===== config.mk =====
export PLATFORM = sky130hd
export DESIGN_NAME = ldpc_core
export DESIGN_NICKNAME = d
export VERILOG_FILES = /design/src/inc/ldpc_pkg.sv /design/src/ldpc_core.sv
export SDC_FILE = /design/constraint.sdc
export NUM_CORES = 1
export LEC_CHECK = 0
export ABC_CLOCK_PERIOD_IN_PS = 3770
export BUFFER_PORTS_ARGS = -buffer_cell sky130_fd_sc_hd__buf_2
export CORE_MARGIN = 2
export CORE_UTILIZATION = 30
export CTS_BUF_LIST = sky130_fd_sc_hd__clkbuf_16
export DETAILED_ROUTE_END_ITERATION = 8
export GPL_ROUTABILITY_DRIVEN = 0
export PLACE_DENSITY = 0.5
export SLEW_MARGIN = 10
export SYNTH_ARGS = -nofsm -noshare
export SYNTH_HDL_FRONTEND = slang
export SYNTH_SLANG_ARGS = --single-unit

===== constraint.sdc =====
create_clock -name clk_in -period 3.77 [get_ports clk_in]
set_clock_uncertainty 0.2 [all_clocks]
set_input_delay 0.5655 -clock clk_in [delete_from_list [all_inputs] [get_ports clk_in]]
set_output_delay 0.5655 -clock clk_in [all_outputs]
set_load 0.02 [all_outputs]

===== src/inc/ldpc_pkg.sv =====
package ldpc_pkg;
  localparam int unsigned CLK_HZ        = 40_000_000;
  localparam int unsigned IDLE_SECONDS  = 30;
  // cycles in one idle interval
  localparam longint unsigned IDLE_CYCLES = longint'(IDLE_SECONDS) * longint'(CLK_HZ);
  localparam int unsigned NUM_TX        = 3;
  localparam int unsigned NUM_RX        = 3;
  localparam int unsigned TIMER_W       = 31;
endpackage


===== src/ldpc_core.sv =====
// Behaviour
// - a low kill input puts every line driver in high impedance, whatever else holds.
// - hold-active and kill both high keep all drivers active regardless of levels or edges.
// - hold-active low and kill high keep drivers active while an edge occurred in the last 30 s.
// - hold-active low and kill high turn drivers off once no edge has been seen for 30 s.
// - hold-active tied to the signal-present flag with kill high enables drivers on valid level or recent edge.
// - both controls tied to the signal-present flag enable drivers only while a valid level is present.
// - receiver outputs stay active in every state, shutdown included.
// - the signal-present flag is high whenever a valid level is on the receiver inputs, independent of control.
// - after idle shutdown any receiver or transmitter edge re-enables the drivers at once.
module ldpc_core #(
  parameter longint unsigned IDLE_CYCLES = ldpc_pkg::IDLE_CYCLES
) (
  input  wire logic                        clk_in,
  input  wire logic                        reset_in,
  input  wire logic                        clk_en_in,
  input  wire logic                        hold_active_in,
  input  wire logic                        kill_in,
  input  wire logic [ldpc_pkg::NUM_RX-1:0] rx_line_in,
  input  wire logic [ldpc_pkg::NUM_RX-1:0] rx_level_valid_in,
  input  wire logic [ldpc_pkg::NUM_TX-1:0] tx_data_in,
  output logic      [ldpc_pkg::NUM_RX-1:0] rx_data_out,
  output logic                             signal_present_out,
  output logic                             drivers_active_out,
  output logic      [ldpc_pkg::NUM_TX-1:0] tx_drive_out,
  output logic      [ldpc_pkg::NUM_TX-1:0] tx_drive_en_out,
  output logic      [ldpc_pkg::NUM_RX-1:0] rx_out_en_out
);
  localparam int unsigned EDGE_W = ldpc_pkg::NUM_RX + ldpc_pkg::NUM_TX;
  localparam int unsigned IN_W   = EDGE_W + ldpc_pkg::NUM_RX + 2;
  localparam int unsigned CNT_W  = ldpc_pkg::TIMER_W;
  localparam logic [CNT_W-1:0] IDLE_LAST = CNT_W'(IDLE_CYCLES - 1);

  logic [IN_W-1:0]             sync1_q;
  logic [IN_W-1:0]             sync2_q;
  logic [EDGE_W-1:0]           edge_prev_q;
  logic [2:0]                  warm_q;
  logic [CNT_W-1:0]            idle_cnt_q;
  logic                        recent_q;
  logic                        present_q;
  logic                        drv_q;
  logic [ldpc_pkg::NUM_RX-1:0] rx_data_q;
  logic [ldpc_pkg::NUM_TX-1:0] tx_data_q;
  logic                        hold_s;
  logic                        kill_s;
  logic [ldpc_pkg::NUM_RX-1:0] valid_s;
  logic [EDGE_W-1:0]           lines_s;
  logic                        edge_seen;
  logic                        drv_d;

  // timer sits on its last count
  function automatic logic idle_expired(input logic [CNT_W-1:0] cnt);
    return cnt == IDLE_LAST;
  endfunction

  // two-flop synchronisers, one per pin bit, no logic in front
  always_ff @(posedge clk_in) begin
    if (reset_in) begin
      sync1_q <= '0;
      sync2_q <= '0;
    end else if (clk_en_in) begin
      sync1_q <= {hold_active_in, kill_in, rx_level_valid_in, rx_line_in, tx_data_in};
      sync2_q <= sync1_q;
    end
  end

  assign hold_s  = sync2_q[IN_W-1];
  assign kill_s  = sync2_q[IN_W-2];
  assign valid_s = sync2_q[IN_W-3 -: ldpc_pkg::NUM_RX];
  assign lines_s = sync2_q[EDGE_W-1:0];

  // edge history trusted only once it holds real pin samples
  always_ff @(posedge clk_in) begin
    if (reset_in) begin
      warm_q <= '0;
    end else if (clk_en_in) begin
      warm_q <= {warm_q[1:0], 1'h1};
    end
  end

  // previous synced levels for edge detection
  always_ff @(posedge clk_in) begin
    if (reset_in) begin
      edge_prev_q <= '0;
    end else if (clk_en_in) begin
      edge_prev_q <= lines_s;
    end
  end

  assign edge_seen = warm_q[2] & |(edge_prev_q ^ lines_s);

  // idle timer, restarted by any edge
  always_ff @(posedge clk_in) begin
    if (reset_in) begin
      idle_cnt_q <= '0;
      recent_q   <= 1'h0;
    end else if (clk_en_in) begin
      if (edge_seen) begin
        idle_cnt_q <= '0;
        recent_q   <= 1'h1;
      end else if (recent_q) begin
        if (idle_expired(idle_cnt_q)) begin
          recent_q   <= 1'h0;
          idle_cnt_q <= '0;
        end else begin
          idle_cnt_q <= idle_cnt_q + 1'h1;
        end
      end
    end
  end

  // flag reflects receiver levels only, never the controls
  always_ff @(posedge clk_in) begin
    if (reset_in) begin
      present_q <= 1'h0;
    end else if (clk_en_in) begin
      present_q <= |valid_s;
    end
  end

  // driver enable; wiring of controls to the flag gives modes
  always_comb begin
    if (!kill_s) begin
      drv_d = 1'h0;
    end else if (hold_s) begin
      drv_d = 1'h1;
    end else begin
      drv_d = recent_q | edge_seen;
    end
  end

  always_ff @(posedge clk_in) begin
    if (reset_in) begin
      drv_q <= 1'h0;
    end else if (clk_en_in) begin
      drv_q <= drv_d;
    end
  end

  // receivers and transmitters both invert
  always_ff @(posedge clk_in) begin
    if (reset_in) begin
      rx_data_q <= '1;
      tx_data_q <= '1;
    end else if (clk_en_in) begin
      rx_data_q <= ~lines_s[EDGE_W-1:ldpc_pkg::NUM_TX];
      tx_data_q <= ~lines_s[ldpc_pkg::NUM_TX-1:0];
    end
  end

  assign drivers_active_out = drv_q;
  assign tx_drive_en_out    = {ldpc_pkg::NUM_TX{drv_q}};
  assign tx_drive_out       = tx_data_q;
  assign rx_data_out        = rx_data_q;
  assign rx_out_en_out      = '1;
  assign signal_present_out = present_q;

  // checks
  chk_kill_forces_off:
    assert property (@(posedge clk_in) disable iff (reset_in)
      clk_en_in && !kill_s |=> !drivers_active_out)
    else $error("drivers active after kill low");

  chk_kill_pin_off:
    assert property (@(posedge clk_in) disable iff (reset_in)
      (clk_en_in && !kill_in) [*3] |=> !drivers_active_out)
    else $error("drivers active after kill pin low");

  chk_hold_forces_on:
    assert property (@(posedge clk_in) disable iff (reset_in)
      clk_en_in && kill_s && hold_s |=> drivers_active_out)
    else $error("drivers off while held active");

  chk_edge_wakes:
    assert property (@(posedge clk_in) disable iff (reset_in)
      clk_en_in && kill_s && edge_seen |=> drivers_active_out)
    else $error("edge did not wake drivers");

  chk_no_false_wake:
    assert property (@(posedge clk_in) disable iff (reset_in)
      !warm_q[2] |=> !recent_q)
    else $error("edge seen before history settled");

  chk_edge_restarts:
    assert property (@(posedge clk_in) disable iff (reset_in)
      clk_en_in && edge_seen |=> idle_cnt_q == '0 && recent_q)
    else $error("timer not restarted");

  chk_idle_expiry:
    assert property (@(posedge clk_in) disable iff (reset_in)
      clk_en_in && recent_q && !edge_seen && idle_expired(idle_cnt_q) |=> !recent_q)
    else $error("timer did not expire");

  chk_recent_holds:
    assert property (@(posedge clk_in) disable iff (reset_in)
      clk_en_in && kill_s && recent_q |=> drivers_active_out)
    else $error("drivers off inside interval");

  chk_rx_active:
    assert property (@(posedge clk_in) disable iff (reset_in)
      rx_out_en_out == '1)
    else $error("receiver output disabled");

  chk_flag_follows:
    assert property (@(posedge clk_in) disable iff (reset_in)
      clk_en_in ##1 clk_en_in ##1 clk_en_in ##1 clk_en_in |-> signal_present_out == $past(|rx_level_valid_in, 3))
    else $error("flag not following level");

  chk_idle_off:
    assert property (@(posedge clk_in) disable iff (reset_in)
      clk_en_in && kill_s && !hold_s && !recent_q && !edge_seen |=> !drivers_active_out)
    else $error("drivers on while idle");

  // scenarios reached
  cov_forced_off:
    cover property (@(posedge clk_in) disable iff (reset_in) !kill_s ##1 !drivers_active_out);
  cov_idle_sleep:
    cover property (@(posedge clk_in) disable iff (reset_in) $fell(recent_q));
  cov_wake:
    cover property (@(posedge clk_in) disable iff (reset_in) !drivers_active_out ##1 drivers_active_out);
  cov_timer_restart:
    cover property (@(posedge clk_in) disable iff (reset_in) recent_q && edge_seen);
  cov_flag_rise:
    cover property (@(posedge clk_in) disable iff (reset_in) $rose(signal_present_out));
endmodule


## Yosys cells after proc, flatten, opt, wreduce, memory -nomap -nowiden

Cells that the tools add are included.

- Divide/modulo/power cells: 0
- Reductions and logical operators: 4
- Magnitude comparators: 0
- Shift operators: 0
- Bitwise gates (word level): 5
- Equal/unequal tests: 1
- Multiplexer cells: 8
- Add/sub/neg operators: 1
- Multipliers: 0

Operator list:

| operator | count |
|---|---|
| 31-bit 2-to-1 mux | 3 |
| 31-bit by 1-bit adder with 31-bit output, second input constant | 1 |
| 31-bit equality test, second input constant | 1 |
| 3-bit NOT | 2 |
| 6-bit OR reduction | 1 |
| 6-bit bitwise XOR | 1 |
| 1-bit 2-to-1 mux | 5 |
| 3-bit OR reduction | 1 |
| 2-bit AND reduction | 1 |
| 2-bit nonzero test | 1 |
| 1-bit AND | 1 |
| 1-bit OR | 1 |

- Output and inout bits: 14
- Memory bits (writable): 0
- Register bits: 71
- ROM bits: 0
- Input port bits: 14
- Memories kept: 0
- Bits in latches: 0
- Word-level logic and storage cells: 29

## Depth between registers and ports, before layout

- Depth after elaboration: 6
- Depth in mapped cells: 8
- Gate-level depth less buffers: 7

## Worst setup path before layout

Ideal clock, no wire load.

- Path kind: reg-to-reg
- Start: register idle_cnt_q[0]
- End: register idle_cnt_q[29]
- Arrival: 2.037 ns
- Buffers on the path: 1
- Clock period less this slack: 2.311 ns
- Data required time: 3.496 ns
- Setup time: 0.074 ns
- Cell stages (with the launch flop): 9
- Setup slack: 1.459 ns
- Path through: dfxtp_1 ha_1 and4_1 nand2_1 o31ai_4 or3_1 buf_2 or4_1 o21ai_0

- Word-level cells in the longest chain between the ends: 4
- Elaborated cells between the ends (all ways): 5
- Those cells by class: add/sub (1); eq/ne (1); mux (3)

Ends and longest elaborated chain:

| what | line | source |
|---|---|---|
| start, declared | ldpc_core.sv:38 | `logic [CNT_W-1:0] idle_cnt_q;` |
| start signal, assigned | ldpc_core.sv:106 | `idle_cnt_q <= idle_cnt_q + 1'h1;` |
| 31-bit by 1-bit adder with 31-bit output / 31-bit equality test (equally long branches) | ldpc_core.sv:106, ldpc_core.sv:53 |  |
| 31-bit 2-to-1 mux (*) | ldpc_core.sv:102 | `if (idle_expired(idle_cnt_q)) begin` |
| 31-bit 2-to-1 mux (*) | ldpc_core.sv:101 | `end else if (recent_q) begin` |
| 31-bit 2-to-1 mux (*) | ldpc_core.sv:98 | `if (edge_seen) begin` |

Every way passes the cells marked *; elsewhere a longest branch is shown, timed or not. The select of a mux whose other input is x is not followed.
A chain may end at the register's enable or synchronous reset.

## Worst setup path after layout

- Start: register idle_cnt_q[0]
- End: register idle_cnt_q[21]

Same word-level chain as after synthesis.

==> impl_metrics.yaml <==
synth:
  synth_cell_types: 45
  yosys_most_used_dff: "dfxtp_1"
  syn_area_sq_um: 3179
  synth_edf_count: 0
  synth-seq-area-share_pct: 44.71
  avgSynthCellArea_sq_um: 8.478
  yosysWarnings: 0
  ys_seq_elements: 71
  synthCells: 375
  async_flop_share_pct: 0
cts:
  post_cts_resized: 0
  htree_num_levels: 3
  clock_latency_ns: 0.34
  post_cts_buffers: 0
  cts_hold_buf: 0
  clock_tree.buffer_depth: 2
  ctsRootBufferMaster: "clkbuf_16"
  cts_tree: "yes"
  clkSlewWorstSetupHoldPaths_ns: 0.06
  cts_buffers: 9
  cts_num_sinks: 71
grt:
  antenna_found_initial: 0
  grt_busiest_layer: "met2"
  use_met2_pct: 22.07
  overflow: 0
  grt_pass1_vias: 2542
  grt_max_degree: 52
  grtUsageMet1_pct: 16.95
  grt_pass1_wl_mm: 12.23
  globalRouteMet3Util_pct: 4.924
  grt_usage_pct: 13.64
run_status:
  status: "finished, final reports clean"
route:
  drc: 0
  dr.pass1.iters: 4
  wl_per_cell_microns: 13.55
  via_count: 2684
  drt_wl_total_mm: 7.194
  ant_nets: 0
  vias_per_cell: 5.055
  drt-initial-drc-count: 97
die:
  design.portCount: 28
  die_x_microns: 106.9
  chipHeight_microns: 106.9
  core_sq_um: 10320
  initial_core_util_pct: 30.80
  fp-row-count: 37
  die_area_sq_um: 11440
setup_path:
  rr_worst_depth: 7
  required_ns: 3.83
  r2r_slack_ns: 0.77
  start_kind: "register"
  endpoint_kind: "register"
  cp-endpoint: "idle_cnt_q[21]"
  worstSetupPathType: "reg2reg"
  worstPathArrival_ns: 3.06
  path_max_fanout: 16
  critPathLaunch: "idle_cnt_q[0]"
  reg2reg_to: "idle_cnt_q[21]"
  r2r-start: "idle_cnt_q[0]"
final_layout:
  fin_nets: 405
  ff_latch_area_sq_um: 1421
  n_fill_cell: 1108
  area_growth_pct: 16.02
  multi_input_area_sq_um: 1617
  final_util_pct: 35.73
  drive_above_1_share_pct: 13.16
  final_common_cell: "dfxtp_1"
  antenna_cells: 0
  final_cell_mix: "71 x dfxtp_1, 39 x nor2_1, 35 x nand2_1"
sta:
  finalCritPeriodShare_pct: 79.65
  fin_crit_ns: 3.003
  hold_viol: 0
  whs_ns: 0.2614
  finalSetupViolCount: 0
  rsz0062_at_grt: "no"
  setup_ws_ns: 0.7673
  fin_setup_tns_ns: 0
  slew_headroom_pct: 16.81
  max_freq_ghz: 0.3330
  worst_pin_slew_ns: 1.243
  slew_violations: 0
worst_hold_path:
  hp-start: "rx_line_in[2]"
  whs_path_depth: 3
  hold_path.class: "in2reg"
pwr:
  p_leak_nw: 1.387
  peakVddDrop_uv: 327.1
  power_density_nw_per_um2: 465.9
place:
  place_hpwl_mm: 4.662
  pre_cts_slack_ns: 0.6797
  io_buffers: 24
flow_run:
  maxCapViolCount: 0
## per-layer routing
layer / up-vias / share of wire (%) / wire length [microns]
met5: - / 0 / 0
met4: 0 / 1.8 / 126
met2: 52 / 47 / 3368
li1: 1371 / - / -
met1: 1251 / 46 / 3339
met3: 10 / 5.0 / 359
## flip-flops by register name (all words and copies together) (netlist names)
| name | count |
|---|---|
| drivers_active_out | 1 |
| edge_prev_q | 6 |
| idle_cnt_q | 31 |
| recent_q | 1 |
| rx_data_out | 3 |
| signal_present_out | 1 |
| sync1_q | 11 |
| sync2_q | 11 |
| tx_drive_out | 3 |
| warm_q | 3 |
## power by group
| group | switching, W | internal, W | leakage (nW) |
|---|---|---|---|
| clock network | 0.000332 | 0.000513 | 0.140 |
| logic | 0.0000564 | 0.0000371 | 0.671 |
| registers | 0.0000123 | 0.000768 | 0.576 |
| total | 0.000401 | 0.00132 | 1.39 |
## cells by family (layout without fill, tap and decap cells)
| logic type | count (synthesis) | after routing | synth area share (%) |
|---|---|---|---|
| other | 1 | 3 | 0.1180 |
| XOR/XNOR | 6 | 6 | 1.653 |
| adder cells (fa/ha/maj) | 1 | 1 | 0.3935 |
| AO/OA/AOI/OAI | 85 | 85 | 15.74 |
| AND/OR/NAND/NOR | 150 | 150 | 24.16 |
| buffers and inverters | 35 | 53 | 5.037 |
| flip-flops | 71 | 71 | 44.71 |
| multiplexers | 26 | 26 | 8.186 |
## worst min-delay path by stage
stage / end / slack [ns]
3_5_place_dp: tx_drive_out[1] / 0.26
2_1_floorplan: idle_cnt_q[7] / 0.23
3_3_place_gp: warm_q[0] / 0.25
4_1_cts: sync1_q[7] / 0.25
5_1_grt: sync1_q[5] / 0.26
6_report: sync1_q[5] / 0.26
## synthesized netlist by cell type, types with 5 or more instances
| cell type | n | area share [%] |
|---|---|---|
| a31oi_1 | 10 | 2.0 |
| o21ai_0 | 32 | 5.0 |
| nand3_1 | 20 | 3.1 |
| nor3_1 | 10 | 1.6 |
| buf_4 | 6 | 1.4 |
| nor2_1 | 39 | 4.6 |
| mux2i_1 | 26 | 8.2 |
| or3_1 | 9 | 1.8 |
| dfxtp_1 | 71 | 45 |
| clkbuf_1 | 12 | 1.4 |
| nand4_1 | 8 | 1.6 |
| buf_2 | 5 | 0.79 |
| a21oi_1 | 25 | 3.9 |
| nand2b_1 | 8 | 1.6 |
| xor2_1 | 6 | 1.7 |
| inv_1 | 8 | 0.94 |
| nand2_1 | 35 | 4.1 |
## layout make-up
cell class                 instances  share of cell area (%)
clock inverter                     7                   1.934
inverter                           9                  0.9159
clock buffer                       9                   6.106
tap                              136                   4.613
timing repair buffer              28                   4.071
sequential                        71                   38.53
multi-input combinational        271                   43.83
## worst max-delay path, cell delays in order, from the launching register on
cell	delay, ns
dfxtp_1	0.33
ha_1	0.25
and4_1	0.25
nand2_1	0.27
o31ai_4	0.22
nor2_1	0.97
o21ai_0	0.21
a31oi_1	0.21
## stage by stage
step	cell area (sq um)	power, W	instances
6_report	3689	0.001719	531
3_5_place_dp	3386	0.0008913	515
2_1_floorplan	3187	0.0008656	377
3_3_place_gp	3386	0.0008902	515
5_1_grt	3689	0.001793	531
4_1_cts	3682	0.001746	531
Power figures use the tool's default switching activity.
